<file path="src/nvsc_defs.vh">
// Timing counts and constants for the store/recall port host controller
`ifndef NVSC_DEFS_VH
`define NVSC_DEFS_VH
`define NVSC_ADDR_W        15
`define NVSC_DATA_W        8
`define NVSC_CLK_NS        10
`define NVSC_ACC_NS        45
`define NVSC_ACC_CYC       ((`NVSC_ACC_NS + `NVSC_CLK_NS - 1) / `NVSC_CLK_NS)
`define NVSC_STB_NS        30
`define NVSC_STB_CYC       ((`NVSC_STB_NS + `NVSC_CLK_NS - 1) / `NVSC_CLK_NS)
`define NVSC_PUP_US        20
`define NVSC_PUP_CYC       ((`NVSC_PUP_US * 1000 + `NVSC_CLK_NS - 1) / `NVSC_CLK_NS)
`define NVSC_CNT_W         16
`endif

</file>
<file path="src/nvsc_host.v">
// Host controller driving the nonvolatile static memory over its pins
`timescale 1ns/1ps
`include "nvsc_defs.vh"
module nvsc_host #(
    parameter AW      = `NVSC_ADDR_W,
    parameter DW      = `NVSC_DATA_W,
    parameter CW      = `NVSC_CNT_W,
    parameter PUP_CYC = `NVSC_PUP_CYC
) (
    input  wire          clk,            // System clock
    input  wire          rst_n,          // Synchronous reset, active low
    input  wire          req_valid,      // Access request
    input  wire          req_write,      // 1 write, 0 read
    input  wire [AW-1:0] req_addr,       // Request address
    input  wire [DW-1:0] req_wdata,      // Write data
    input  wire          req_store,      // Request hardware store
    output reg           req_ready,      // Idle, request taken
    output reg           rsp_valid,      // Access done pulse
    output reg  [DW-1:0] rsp_rdata,      // Read data
    output reg           dev_busy,       // Device store or recall running
    output reg  [AW-1:0] byte_addr,      // Address pins
    output reg  [DW-1:0] byte_bus_o,     // Bus output value
    output reg           byte_bus_oe_n,  // Bus enable, low drives
    input  wire [DW-1:0] byte_bus_i,     // Bus sampled value
    output reg           sel_n,          // Chip select
    output reg           wr_n,           // Write strobe
    output reg           oe_n,           // Output enable
    output reg           store_busy_n_o, // Busy pin output value
    output reg           store_busy_oe_n,// Busy enable, low drives
    input  wire          store_busy_n_i  // Busy pin sampled level
);
    localparam S_PUP   = 3'd0;
    localparam S_IDLE  = 3'd1;
    localparam S_ACC   = 3'd2;
    localparam S_END   = 3'd3;
    localparam S_STB   = 3'd4;
    localparam S_WAITB = 3'd5;

    // Access and store pulse lengths cut to the counter width on purpose
    localparam [CW-1:0] ACC_CNT = `NVSC_ACC_CYC;
    localparam [CW-1:0] STB_CNT = `NVSC_STB_CYC;

    reg  [2:0]    state;
    reg           is_wr;
    reg           tload;
    reg  [CW-1:0] tcount;
    wire          tdone;

    nvsc_timer #(.W(CW)) u_timer (
        .clk   (clk),
        .rst_n (rst_n),
        .load  (tload),
        .count (tcount),
        .done  (tdone)
    );

    always @(posedge clk) begin
        if (!rst_n) begin
            state           <= S_PUP;
            is_wr           <= 1'b0;
            tload           <= 1'b1;
            tcount          <= PUP_CYC[CW-1:0];
            req_ready       <= 1'b0;
            rsp_valid       <= 1'b0;
            rsp_rdata       <= {DW{1'b0}};
            dev_busy        <= 1'b1;
            byte_addr       <= {AW{1'b0}};
            byte_bus_o      <= {DW{1'b0}};
            byte_bus_oe_n   <= 1'b1;
            sel_n           <= 1'b1;
            wr_n            <= 1'b1;
            oe_n            <= 1'b1;
            store_busy_n_o  <= 1'b0;
            store_busy_oe_n <= 1'b1;
        end else begin
            tload     <= 1'b0;
            rsp_valid <= 1'b0;
            case (state)
            S_PUP: begin
                // Wait a fixed time after power-up, then wait in S_WAITB for the busy pin to rise
                if (tdone && !tload) begin
                    state <= S_WAITB;
                end
            end
            S_IDLE: begin
                dev_busy <= !store_busy_n_i;
                if (!store_busy_n_i) begin
                    req_ready <= 1'b0;
                    state     <= S_WAITB;
                end else if (req_store) begin
                    req_ready       <= 1'b0;
                    dev_busy        <= 1'b1;
                    store_busy_oe_n <= 1'b0;
                    tload           <= 1'b1;
                    tcount          <= STB_CNT;
                    state           <= S_STB;
                end else if (req_valid) begin
                    req_ready     <= 1'b0;
                    is_wr         <= req_write;
                    byte_addr     <= req_addr;
                    sel_n         <= 1'b0;
                    wr_n          <= !req_write;
                    oe_n          <= req_write;
                    byte_bus_o    <= req_wdata;
                    byte_bus_oe_n <= !req_write;
                    tload         <= 1'b1;
                    tcount        <= ACC_CNT;
                    state         <= S_ACC;
                end
            end
            S_ACC: begin
                if (tdone && !tload) begin
                    if (!is_wr) begin
                        rsp_rdata <= byte_bus_i;
                    end
                    sel_n <= 1'b1;
                    wr_n  <= 1'b1;
                    oe_n  <= 1'b1;
                    state <= S_END;
                end
            end
            S_END: begin
                // Hold data one cycle past the strobes for hold time
                byte_bus_oe_n <= 1'b1;
                rsp_valid     <= 1'b1;
                req_ready     <= 1'b1;
                state         <= S_IDLE;
            end
            S_STB: begin
                if (tdone && !tload) begin
                    store_busy_oe_n <= 1'b1;
                    state           <= S_WAITB;
                end
            end
            S_WAITB: begin
                // Pull-up may need a cycle to lift the released line
                if (store_busy_n_i && !store_busy_oe_n) begin
                    state <= S_WAITB;
                end else if (store_busy_n_i) begin
                    dev_busy  <= 1'b0;
                    req_ready <= 1'b1;
                    state     <= S_IDLE;
                end
            end
            default: state <= S_IDLE;
            endcase
        end
    end
endmodule // nvsc_host

</file>
<file path="src/nvsc_timer.v">
// Down-counter that flags when a loaded cycle count has elapsed
`timescale 1ns/1ps
module nvsc_timer #(
    parameter W = 16
) (
    input  wire         clk,   // System clock
    input  wire         rst_n, // Synchronous reset, active low
    input  wire         load,  // Load count
    input  wire [W-1:0] count, // Cycles to wait
    output reg          done   // High while idle or elapsed
);
    reg [W-1:0] left;
    always @(posedge clk) begin
        if (!rst_n) begin
            left <= {W{1'b0}};
            done <= 1'b1;
        end else if (load) begin
            left <= count;
            done <= 1'b0;
        end else if (left > 1) begin
            left <= left - 1'b1;
        end else begin
            left <= {W{1'b0}};
            done <= 1'b1;
        end
    end
endmodule // nvsc_timer
</file>
<file path="config.mk">
export PLATFORM = sky130hd
export DESIGN_NAME = nvsc_host
export DESIGN_NICKNAME = d
export VERILOG_FILES = /design/src/nvsc_host.v /design/src/nvsc_timer.v
export VERILOG_INCLUDE_DIRS = /design/src
export SDC_FILE = /design/constraint.sdc
export NUM_CORES = 1
export LEC_CHECK = 0
export ABC_AREA = 0
export BUFFER_PORTS_ARGS = -buffer_cell sky130_fd_sc_hd__buf_2
export CORE_UTILIZATION = 40
export DETAILED_ROUTE_END_ITERATION = 8
export GPL_ROUTABILITY_DRIVEN = 0
export SETUP_SLACK_MARGIN = 0.05
export SYNTH_ARGS = -nofsm -noshare
export SYNTH_HDL_FRONTEND = slang
export SYNTH_SLANG_ARGS = --single-unit
</file>
<file path="constraint.sdc">
create_clock -name clk -period 2.61 [get_ports clk]
set_input_delay 0.522 -clock clk [delete_from_list [all_inputs] [get_ports clk]]
set_output_delay 0.522 -clock clk [all_outputs]
set_load 0.01 [all_outputs]
</file>
# Word-level counts from Yosys, hierarchy flattened
# Index checks and enable logic that the tools add are counted.
[word_totals] register_bits=77 in_bits=37 output_inout_bits=40 word_cells=107
[classes] addsub=1 n_lt_le_gt_ge=1 eq_ne=17 muxes=46 bitwise=2 n_reduce_logical=23
[op_table] op="2-to-1 mux 16 bit" n=4
[op_table] op="2-to-1 mux 1 bit" n=27
[op_table] op="2-to-1 mux 3 bit" n=7
[op_table] op="AND reduction 4 bit" n=5
[op_table] op="inequality test 2 bit, second input constant" n=9
[op_table] op="greater-than comparator 16 x 1 -> 1 bit, second input constant" n=1
[op_table] op="subtractor 16 x 1 -> 16 bit, second input constant" n=1
[op_table] op="case mux 1 bit (2 select lines)" n=6
[op_table] op="case mux 3 bit (4 select lines)" n=1
[op_table] op="nonzero test 2 bit" n=5
[op_table] op="AND reduction 3 bit" n=3
[op_table] op="== test 3 x 2 -> 1 bit, second input constant" n=2
[op_table] op="== test 3 bit, second input constant" n=2
[op_table] op="AND reduction 5 bit" n=1
[op_table] op="logical NOT 1 bit" n=4
[op_table] op="inequality test 4 bit, second input constant" n=1
[op_table] op="== test 3 x 1 -> 1 bit, second input constant" n=1
[op_table] op="logical NOT 3 bit" n=1
[op_table] op="inequality test 3 bit, second input constant" n=1
[op_table] op="case mux 1 bit (3 select lines)" n=1
[op_table] op="nonzero test 3 bit" n=1
[op_table] op="logical AND 1 bit" n=2
[op_table] op="inequality test 2 x 1 -> 1 bit, second input constant" n=1
[op_table] op="NOT 1 bit" n=2
[op_table] op="OR reduction 2 bit" n=1

# Longest topological paths before layout
# Gate-level depths: netlist (run 1).
[logic_depth] word_depth=5 mapped_depth=7 mapped_depth_nobuf=6

# By module
# A second synthesis (run 1) with hierarchy kept.
[unflattened] cells_unflattened=330 hier_area_um2=2852.7
[modules_own_cells] module="nvsc_host" n_inst=1 cells_each=227 area_per_inst_um2=1998.2 seq_area_each_um2=960.9
[modules_own_cells] module="nvsc_timer" n_inst=1 cells_each=103 area_per_inst_um2=854.6 seq_area_each_um2=340.3

# Least setup slack after synthesis (run 1)
# No wires, ideal clock.
[synth_timing] path_kind="register to register" start="register u_timer.left[0]" end="register u_timer.left[7]" arrival_time_ns=1.542 required_ns=2.541 slack_ns=0.999 path_stages_with_launch=7 period_less_slack_ns=1.611 path_cell_list="dfxtp_1 -> inv_1 -> ha_1 -> o211a_2 -> a211o_2 -> buf_4 -> o21ai_1"
[synth_via] elab_chain_len=3 word_cells_on_any_way=4 classes_between="add/sub (1); order compare (1); mux (2)"
[synth_rtl] element="start: declaration" line="nvsc_timer.v:12" source="reg [W-1:0] left;"
[synth_rtl] element="start signal: assignment" line="nvsc_timer.v:15" source="left <= {W{1'b0}};"
[synth_rtl] element="start signal: assignment" line="nvsc_timer.v:18" source="left <= count;"
[synth_rtl] element="start signal: assignment" line="nvsc_timer.v:21" source="left <= left - 1'b1;"
[synth_rtl] element="subtractor 16 x 1 -> 16 bit or greater-than comparator 16 x 1 -> 1 bit (tied branches)" line="nvsc_timer.v:21, nvsc_timer.v:20"
[synth_rtl] element="2-to-1 mux 16 bit (*)" line="nvsc_timer.v:20" source="end else if (left > 1) begin"
[synth_rtl] element="2-to-1 mux 16 bit (*)" line="nvsc_timer.v:17" source="end else if (load) begin"
# Every way passes the cells marked *; elsewhere a longest branch is shown, timed or not.
# A chain may end at the register's enable or synchronous reset.

# Final worst setup path (run 1)
[layout_timing] start="register state[0]" end="register byte_bus_o[2]"
[layout_via] elab_chain_len=2
[layout_rtl] element="start: declaration" line="nvsc_host.v:43" source="reg [2:0] state;"
[layout_rtl] element="start signal: assignment" line="nvsc_host.v:59" source="state <= S_PUP;"
[layout_rtl] element="start signal: assignment" line="nvsc_host.v:82" source="state <= S_WAITB;"
[layout_rtl] element="start signal: assignment" line="nvsc_host.v:89" source="state <= S_WAITB;"
[layout_rtl] element="== test 3 x 1 -> 1 bit" line="nvsc_host.v:78" source="case (state)"
[layout_rtl] element="AND reduction 4 bit (no line)"
[layout_rtl] element="end signal: assignment" line="nvsc_host.v:68" source="byte_bus_o <= {DW{1'b0}};"
[layout_rtl] element="end signal: assignment" line="nvsc_host.v:104" source="byte_bus_o <= req_wdata;"
[layout_rtl] element="end: declaration" line="nvsc_host.v:22" source="output reg [DW-1:0] byte_bus_o,"
# Every way passes these cells.

==> summary.md, run 1 <==
| Metric | Value |
|---|---|
| Number of flops mapped to enable cells by yosys | 0 |
| Crit path depth | 4 |
| Wirelength per Cell | 12.23 microns |
| Syn Inst Count | 302 |
| Clk root buf | clkbuf_8 |
| Most frequent cells in the layout | 75 x buf_2, 65 x dfxtp_1, 62 x nand2_1 |
| Critical R2R Capture | byte_bus_o[2]$_SDFFE_PN0P_ |
| Met1 wire length | 2730 microns |
| Post_cts resized | 0 |
| CTS tree | built |
| Register share of total power | 50.9% |
| CTS clk-pin slew, worst paths | 70 ps |
| Placed Cells | 440 |
| R2r worst-path depth | 4 |
| Total grt overflow | 0 |
| Clock buffer count from CTS | 9 |
| H-tree depth | 3 |
| Int Power | 1551 uW |
| Number of vias per cell | 4.932 |
| Routed Antenna Nets | 0 |
| Clock latency at the later pin of the worst-skew pair | 340 ps |
| DRT Wirelength | 5578 microns |
| Post-synth ARST share | 0% |
| Die Y | between 80 and 90 microns |
| Final Max Tran Viols | 0 |
| Pin count of the biggest net entering global routing | 38 |
| Uppermost layer routed | met4 |
| Most used DFF post-synth | dfxtp_1 |
| Initial DRC count | 52 |
| CP top delay family | simple AND/OR/NAND/NOR gates |
| TritonRoute pass-1 iters | 4 |
| Non-Filler Instances | 456 |
| Initial antenna violation count | 0 |
| Ratio of cells with drive above 1 in the final layout | 27.44% |
| Setup_tns | 0 ps |
| Critical path capture point type | flop |
| Synth Warn # | 0 |
| Yosys top cell area share | 48.69% |
| Crit path launch type | flop |
| Worst-Margin Slew | 793.1 ps |
| Die width | 83.74 microns |
| Metal3 WL | 385 microns |
| Ports | 77 |
| Max frequency | 0.5307 GHz |
| CP max stage cell | or2_1 |
| Crit path time final | 1884 ps |
| Total Routing Usage GR | 17.09% |
| Flop2flop setup slack | a little over 700 ps |
| Syn_nets | between 300 and 400 |
| Most common cell after layout, fill and taps aside | buf_2 |
| Mapped Avg Cell Area | 8.850 sq um |
| Slew margin rel. | between 40% and 50% |
| Area post-placement | 3058 sq um |
| Fin area | 3231 sq um |
| CP Buf/Inv Count | 0 |
| DRC viols | 0 |
| First-pass GRT wire length | 9611 microns |
| Final setup fails | 0 |
| # rows | 29 |
| Clock tree sinks | 65 |
| Filler cells | 650 |
| ANT cells | 0 |
| Net Sw Frac | 27.64% |
| Hold Crit Class | input port to flop |
| Netlist Area Pre-Place | 2673 sq um |
| Area Growth Syn to Fin | 20.88% |
| Unique cell type count in the Yosys netlist | 50 |
| Final clock skew | about 8.9 ps |
| Final Hold Viols | 0 |
| Crit share post-route | 72.20% |
| Slowest Stage Delay on Critical Path | between 500 and 600 ps |
| Yosys reg bits | 65 |
| Pleak | 0.001337 uW |
| I/O Buffers | 75 |
| Crit path to | byte_bus_o[2]$_SDFFE_PN0P_ |
| Clock share of power | 34.6% |
| Net count, final | 413 |
| Combinational Power Share | 14.5% |
| Worst VDD drop | 0.0003818 V |
| Worst hold slack | 414.8 ps |
| Pwr/cell area | 663.6 nW/um^2 |
| CP startpoint | state[0]$_SDFFE_PN0P_ |
| RSZ-0062 raised after global routing | false |
| HPWL after detailed placement | 3888 microns |
| Reg-to-reg startpoint | state[0]$_SDFFE_PN0P_ |
| Worst EP arrival | roughly 2100 ps |
| Critical path type | flop to flop |
| Max-cap violations | 0 |
| Cts-stage hold buffer count | 0 |
| Vias in the first global route | 2,142 |
| Maximum root-to-sink buffer count | 2 |
| Setup bufs post-CTS | 0 |
| Status | finished clean |
| Core box area | 6386 sq um |
| Critical Path RT | 2820 ps |
| Synth area leaders | dfxtp_1 49%, nand2_1 8.7%, a21oi_1 6.7%, nor2_1 3.1%, mux2i_1 3.0% |
| Die area | about 7000 sq um |
| Power, Total | 2144 uW |
| DR WL met2 | 2296 microns |
| Net load switching power | 592.4 uW |
| Initial core utilization | 41.85% |
| Register area share after synthesis | just under 50% |
| Dominant cell type by area after synthesis | dfxtp_1 |
| Worst-path maximum fanout | 24 |
| Worst-path cell chain | or3b_1 > or2_1 > nand2_1 > a21oi_1 |
| Via count | 2,249 |
-- state kept, by name (all words and copies together), names as in the netlist --
| register | cells |
|---|---|
| wr_n | 1 |
| rsp_rdata | 8 |
| dev_busy | 1 |
| tcount | 4 |
| sel_n | 1 |
| u_timer.done | 1 |
| store_busy_oe_n | 1 |
| byte_bus_oe_n | 1 |
| req_ready | 1 |
| byte_addr | 15 |
| is_wr | 1 |
| oe_n | 1 |
| rsp_valid | 1 |
| byte_bus_o | 8 |
| u_timer.left | 16 |
| tload | 1 |
| state | 3 |
-- area by class of cell --
class	instances	area [sq um]	area share, %
clock buffer	11	141.4	4.376
clock inverter	5	31.28	0.9682
inverter	7	26.28	0.8133
multi-input combinational	213	1236	38.27
sequential	65	1301	40.28
tap	77	96.34	2.982
timing repair buffer	78	397.9	12.32
-- worst min-delay path: stages --
cell and delay, ps:
buf_2 90, nand2_1 40, a21oi_1 50
-- metal layers --
metal  track usage (%)  vias to the layer above
met5                 0                        -
met4             11.40                        0
met3             5.638                       11
met2             24.09                       67
met1             22.10                      999
li1                  -                     1172
-- through the flow --
stage | worst slack [ps] | utilization, %
detailed placement | 693.8 | 47.88
finish | 725.6 | 50.59
global route | 530.0 | 50.59
floorplan | 999.1 | -
global placement | 727.6 | 47.88
CTS | 727.8 | 50.59
-- synthesized netlist by cell type, drive strengths merged (2+ instances only) --
cell	n
nor3	5
nand3	5
o21bai	2
inv	7
dfxtp	65
o211ai	2
xor2	7
nand2b	4
nor3b	3
buf	9
xnor2	6
nor2	23
nor2b	2
o21ai	11
a21oi	36
nor4	4
a211o	4
nand3b	2
mux2i	8
nand4	3
a21o	2
ha	2
clkbuf	8
nand2	62
and4bb	2
-- power by group through the flow --
stage / Combinational, uW / Sequential (uW) / Clock (uW)
detailed placement: 312 / 1110 / 0
CTS: 312 / 1090 / 767
global route: 351 / 1100 / 816
floorplan: 234 / 1110 / 0
global placement: 309 / 1110 / 0
finish: 311 / 1090 / 741
-- logic make-up (layout without fill, tap and decap cells) --
| family | count (synthesis) | count (layout) | synth area share, % |
|---|---|---|---|
| compound gates | 66 | 66 | 14.79 |
| xor+xnor | 13 | 13 | 4.260 |
| fa+ha+maj | 2 | 2 | 0.9362 |
| buf+inv | 24 | 101 | 5.056 |
| flops | 65 | 65 | 48.69 |
| mux | 8 | 8 | 2.996 |
| other cells | 1 | 1 | 0.1403 |
| simple gates | 123 | 123 | 23.13 |
-- worst min-delay path by stage --
stage,cells after the start,slack [ps],start,to
final,3,410,req_addr[10],byte_addr[10]$_SDFFE_PN0P_
after global routing,3,400,req_addr[10],byte_addr[10]$_SDFFE_PN0P_
after global placement,2,430,tcount[9]$_SDFFE_PN1P_,tcount[9]$_SDFFE_PN1P_
after CTS,3,400,req_addr[10],byte_addr[10]$_SDFFE_PN0P_
after detailed placement,2,430,tcount[9]$_SDFFE_PN1P_,tcount[9]$_SDFFE_PN1P_
after floorplan,2,420,tcount[9]$_SDFFE_PN1P_,tcount[9]$_SDFFE_PN1P_
(Power assumes the default switching activity.)
==> run 2, diff against run 1 <==
clock period = 1.9 ns   (was 2.61 ns; I/O delays follow)
==> summary.md, run 2 (same netlist as run 1, synthesis figures left out) <==
| Metric | Value |
|---|---|
| Crit path time final | roughly 1700 ps |
| Max frequency | 0.5899 GHz |
| Die width | 83.74 microns |
| Most common cell after layout, fill and taps aside | buf_2 |
| # rows | 29 |
| Clock buffer count from CTS | 9 |
| Pleak | 0.001391 uW |
| ANT cells | 0 |
| Slew margin rel. | approximately 66% |
| DRC viols | 0 |
| RSZ-0062 raised after global routing | false |
| Total grt overflow | 0 |
| Layout Utilization | between 50 and 60% |
| Initial core utilization | 41.85% |
| I/O Buffers | 75 |
| Ports | 77 |
| Final Max Tran Viols | 0 |
| Clock latency at the later pin of the worst-skew pair | between 300 and 400 ps |
| Initial DRC count | between 100 and 150 |
| Ratio of cells with drive above 1 in the final layout | 28.94% |
| Clock tree sinks | 65 |
| Area Growth Syn to Fin | 24.91% |
| Non-Filler Instances | 464 |
| Max-cap violations | 0 |
| Via count | 2,295 |
| Placed Cells | about 450 |
| Post_cts resized | 0 |
| Routed Antenna Nets | 0 |
| Largest registers | u_timer.left: 16 flops, byte_addr: 15 flops |
| Crit share post-route | 89.22% |
| Number of vias per cell | slightly below 5 |
| Filler cells | 607 |
| Crit path launch type | flop |
| Pwr/cell area | 971.3 nW/um^2 |
| Critical path capture point type | flop |
| Final clock skew | 11.64 ps |
| Status | finished clean |
| HPWL after detailed placement | 3974 microns |
| Maximum root-to-sink buffer count | 2 |
| Fin area | 3338 sq um |
| Net count, final | 421 |
| DRT Wirelength | approximately 5700 microns |
| CTS clk-pin slew, worst paths | 80 ps |
| Die Y | 83.74 microns |
| Wirelength per Cell | 12.23 microns |
| Worst EP arrival | 1960 ps |
| Cts-stage hold buffer count | 0 |
| H-tree depth | 3 |
| Critical path type | flop to flop |
| First-pass GRT wire length | 9556 microns |
| TritonRoute pass-1 iters | 4 |
| Final setup fails | 0 |
| Area post-placement | 3118 sq um |
| Max reg flops | 16 |
| Worst-Margin Slew | 507.4 ps |
| Die area | 7012 sq um |
| Biggest register | u_timer.left |
| Total Routing Usage GR | 16.82% |
| Setup_tns | 0 ps |
| Worst-path maximum fanout | 13 |
| Clk root buf | clkbuf_8 |
| Vias in the first global route | 2,183 |
| Worst VDD drop | 0.0004895 V |
| CTS tree | built |
| Initial antenna violation count | 0 |
| Critical Path RT | ~2200 ps |
| Pin count of the biggest net entering global routing | 35 |
| Power, Total | approximately 3200 uW |
| Setup bufs post-CTS | 0 |
| Most frequent cells in the layout | 75 x buf_2, 65 x dfxtp_1, 62 x nand2_1 |
| Hold Crit Class | input port to flop |
| Final Hold Viols | 0 |
| Core box area | 6386 sq um |
[run 2: changes by cell type in the layout (fill, tap and decap cells not counted), sizes merged]
cell,delta
buf,+8
bufinv,+2
clkbuf,-1
clkinv,-2
clkinvlp,+1
[run 2: final cells by class]
class                      instances  area, sq um  share of cell area (%)
tap                               77        96.34                   2.886
timing repair buffer              86        457.9                   13.72
sequential                        65         1301                   38.98
inverter                           7        26.28                  0.7871
clock buffer                      10        127.6                   3.823
clock inverter                     6        92.59                   2.774
multi-input combinational        213         1236                   37.03
[run 2: path summary, 6_finish.rpt]
kind,startpoint,end,slack (ps),cells past startpoint
hold / removal,req_addr[4],byte_addr[4]$_SDFFE_PN0P_,270,3
setup / recovery,u_timer.left[0]$_SDFF_PN0_,u_timer.left[8]$_SDFF_PN0_,200,5
setup reg to reg,u_timer.left[0]$_SDFF_PN0_,u_timer.left[8]$_SDFF_PN0_,200,5
hold reg to reg,is_wr$_SDFFE_PN0P_,is_wr$_SDFFE_PN0P_,450,2
[run 2: layer usage]
metal  routed length, microns  track usage, %  vias to the layer above  share of wire [%]
li1                         -               -                     1186                  -
met1                     2852           21.73                     1045                 50
met2                     2416           25.94                       58                 43
met3                      350           4.748                        6                6.2
met4                       57           7.858                        0                1.0
met5                        0               0                        -                  0
[run 2: worst max-delay path: stages, from the launching register on]
cell     delay (ps)
dfxtp_1         420
inv_1            70
ha_1            230
o211a_2         290
a211o_2         460
o21ai_1         160
[run 2: stage by stage]
stage                     worst slack [ps]  hold WS (ps)
final                                204.8         274.8
after global routing                 81.43         260.8
after CTS                            211.3         261.8
after detailed placement             216.0         435.7
after global placement               260.9         433.8
after floorplan                      289.1         422.7
[run 2: power breakdown]
group	leakage, uW	switching, uW	internal, uW
sequential	0.000529	65.8	1430
combinational	0.000759	239	219
clock	0.000103	548	744
==> run 3, diff against run 2 <==
SETUP_SLACK_MARGIN = 0.5   (was 0.05)
==> summary.md, run 3 (same netlist as run 1, synthesis figures left out) <==
| Metric | Value |
|---|---|
| Non-Filler Instances | 480 |
| Hold_sp | req_addr[6] |
| Via count | 2,439 |
| Reg area | 1326 sq um |
| Clock share of power | about two fifths |
| Cts-stage hold buffer count | 0 |
| Hold Crit Class | input port to flop |
| RSZ-0062 raised after global routing | true |
| Int Power | 2551 uW |
| Pwr/cell area | 918.7 nW/um^2 |
| CTS clk-pin slew, worst paths | around 70 ps |
| Crit share post-route | between 70% and 80% |
| Initial core utilization | 41.85% |
| Area Growth Syn to Fin | 40.92% |
| I/O Buffers | 75 |
| Worst VDD drop | 0.0007151 V |
| Final clock skew | roughly 6.6 ps |
| Number of vias per cell | 5.081 |
| CTS tree | built |
| Worst EP arrival | 1720 ps |
| CP max stage cell | or3b_4 |
| Worst-path maximum fanout | 12 |
| Flop2flop setup slack | 390 ps |
| Largest registers | u_timer.left: 16 flops, byte_addr: 15 flops |
| Grt met2 use | 29.56% |
| Routed Antenna Nets | 0 |
| Final Max Tran Viols | 0 |
| Die width | roughly 84 microns |
| Die area | 7012 sq um |
| Met1 usage | 22.66% |
| TritonRoute pass-1 iters | 4 |
| Slowest Stage Delay on Critical Path | 400 ps |
| Pin count of the biggest net entering global routing | 32 |
| Wirelength per Cell | about 14 microns |
| Most common cell after layout, fill and taps aside | buf_2 |
| Max-cap violations | 0 |
| First-pass GRT wire length | 10,670 microns |
| Hold path cells | 3 |
| Multi-input logic area | 1439 sq um |
| Total grt overflow | 0 |
| Reg-to-reg startpoint | state[0]$_SDFFE_PN0P_ |
| H-tree depth | 3 |
| Total Routing Usage GR | a little under a fifth |
| Busiest grt layer | met2 |
| Die Y | 83.74 microns |
| Worst-path cell chain | or3b_4 > or2_4 > clkbuf_16 > nand2_1 > a21oi_1 |
| Min-Delay Endpoint | byte_addr[6]$_SDFFE_PN0P_ |
| # rows | 29 |
| Initial DRC count | 79 |
| Final setup fails | 0 |
| R2r worst-path depth | 5 |
| Biggest register | u_timer.left |
| Crit path launch type | flop |
| Most frequent cells in the layout | 75 x buf_2, 55 x dfxtp_1, 52 x nand2_1 |
| Ports | 77 |
| Max frequency | between 0.6 and 0.7 GHz |
| Initial antenna violation count | 0 |
| Worst-Margin Slew | 559.4 ps |
| Clock latency at the later pin of the worst-skew pair | 340 ps |
| Placed Cells | 447 |
| Filler cells | 572 |
| DRC viols | 0 |
| Setup slack after layout | 395.0 ps |
| Vias in the first global route | 2,388 |
| ANT cells | 0 |
| Net Sw Frac | a little over a quarter |
| Critical path type | flop to flop |
| Clock buffer count from CTS | 9 |
| Clock tree sinks | 65 |
| Net count, final | 437 |
| Core box area | approximately 6400 sq um |
| Setup slack at placement | 289.1 ps |
| Critical R2R Capture | byte_addr[1]$_SDFFE_PN0P_ |
| Maximum root-to-sink buffer count | 2 |
| HPWL after detailed placement | 4101 microns |
| Max reg flops | 16 |
| Slew margin rel. | roughly 62% |
| Critical Path RT | ~2100 ps |
| DRT Wirelength | between 6000 and 7000 microns |
| Status | finished clean |
| Pleak | 0.001543 uW |
| Net load switching power | 909.2 uW |
| Register share of total power | 43.6% |
| Final Hold Viols | 0 |
| Setup_tns | 0 ps |
| Critical path capture point type | flop |
| Combinational Power Share | around 18% |
| Clk root buf | clkbuf_8 |
| Ratio of cells with drive above 1 in the final layout | 41.19% |
| Global Route met3 Usage | 6.825% |
| Crit path time final | 1505 ps |
==> run 3: cell types whose count changed in the layout (fill, tap and decap cells not counted), moves of 5 or more <==
cell | before | now
nand2_4 | 0 | 6
dfxtp_1 | 65 | 55
dfxtp_2 | 0 | 5
buf_4 | 11 | 18
dfxtp_4 | 0 | 5
a21oi_1 | 36 | 30
nand2_1 | 62 | 52
a21oi_2 | 0 | 6
==> run 3: worst max-delay path, delay by kind of cell, from the launching register on <==
family / cells / cell delay [ps]
AND/OR/NAND/NOR: 3 / 770
buffers and inverters: 1 / 180
AO/OA/AOI/OAI: 1 / 50
flip-flops: 1 / 370
==> run 3: per-layer routing <==
layer  vias to the layer above  routed length (microns)  share of wire, %
met1                      1135                     2951                44
met5                         -                        0                 0
li1                       1226                        -                 -
met3                        15                      394               5.9
met4                         0                      148               2.2
met2                        63                     3169                48
==> run 3: worst max path at each step <==
stage	startpoint	endpoint	slack [ps]
after floorplan	state[0]$_SDFFE_PN0P_	byte_addr[10]$_SDFFE_PN0P_	400
after global placement	state[0]$_SDFFE_PN0P_	rsp_rdata[6]$_SDFFE_PN0P_	310
after detailed placement	req_store	oe_n$_SDFFE_PN1P_	290
after CTS	u_timer.left[0]$_SDFF_PN0_	u_timer.left[8]$_SDFF_PN0_	450
after global routing	state[2]$_SDFFE_PN0P_	state[2]$_SDFFE_PN0P_	340
final	state[0]$_SDFFE_PN0P_	byte_addr[1]$_SDFFE_PN0P_	390
==> run 3: repair_timing <==
item,CTS,global route
buffers inserted,11,3
hold endpoints to repair,0,0
setup endpoints to repair,53,52
gates resized for setup,27,33
pin swaps,12,19
gates cloned,1,2
==> run 3: power by group through the flow <==
stage | sequential [uW] | clock (uW) | combinational, uW
floorplan | 1520 | 0 | 349
global placement | 1530 | 0 | 471
detailed placement | 1530 | 0 | 477
CTS | 1500 | 1370 | 552
global route | 1520 | 1430 | 666
finish | 1510 | 1340 | 609
==> run 3: final cells by class <==
type | count | share of cell area (%)
tap | 77 | 2.558
multi-input combinational | 214 | 38.21
clock inverter | 4 | 1.993
inverter | 7 | 0.7641
timing repair buffer | 101 | 17.14
sequential | 65 | 35.22
clock buffer | 12 | 4.120
==> run 3: per-stage QoR <==
stage / cell area (sq um) / hold slack [ps] / utilization (%) / total power, uW
finish: 3766 / 263.9 / 58.97 / 3460
global route: 3766 / 250.6 / 58.97 / 3609
CTS: 3571 / 250.4 / 55.92 / 3428
detailed placement: 3148 / 436.2 / 49.29 / 2011
global placement: 3148 / 429.9 / 49.29 / 2003
floorplan: 2718 / 422.7 / - / 1872
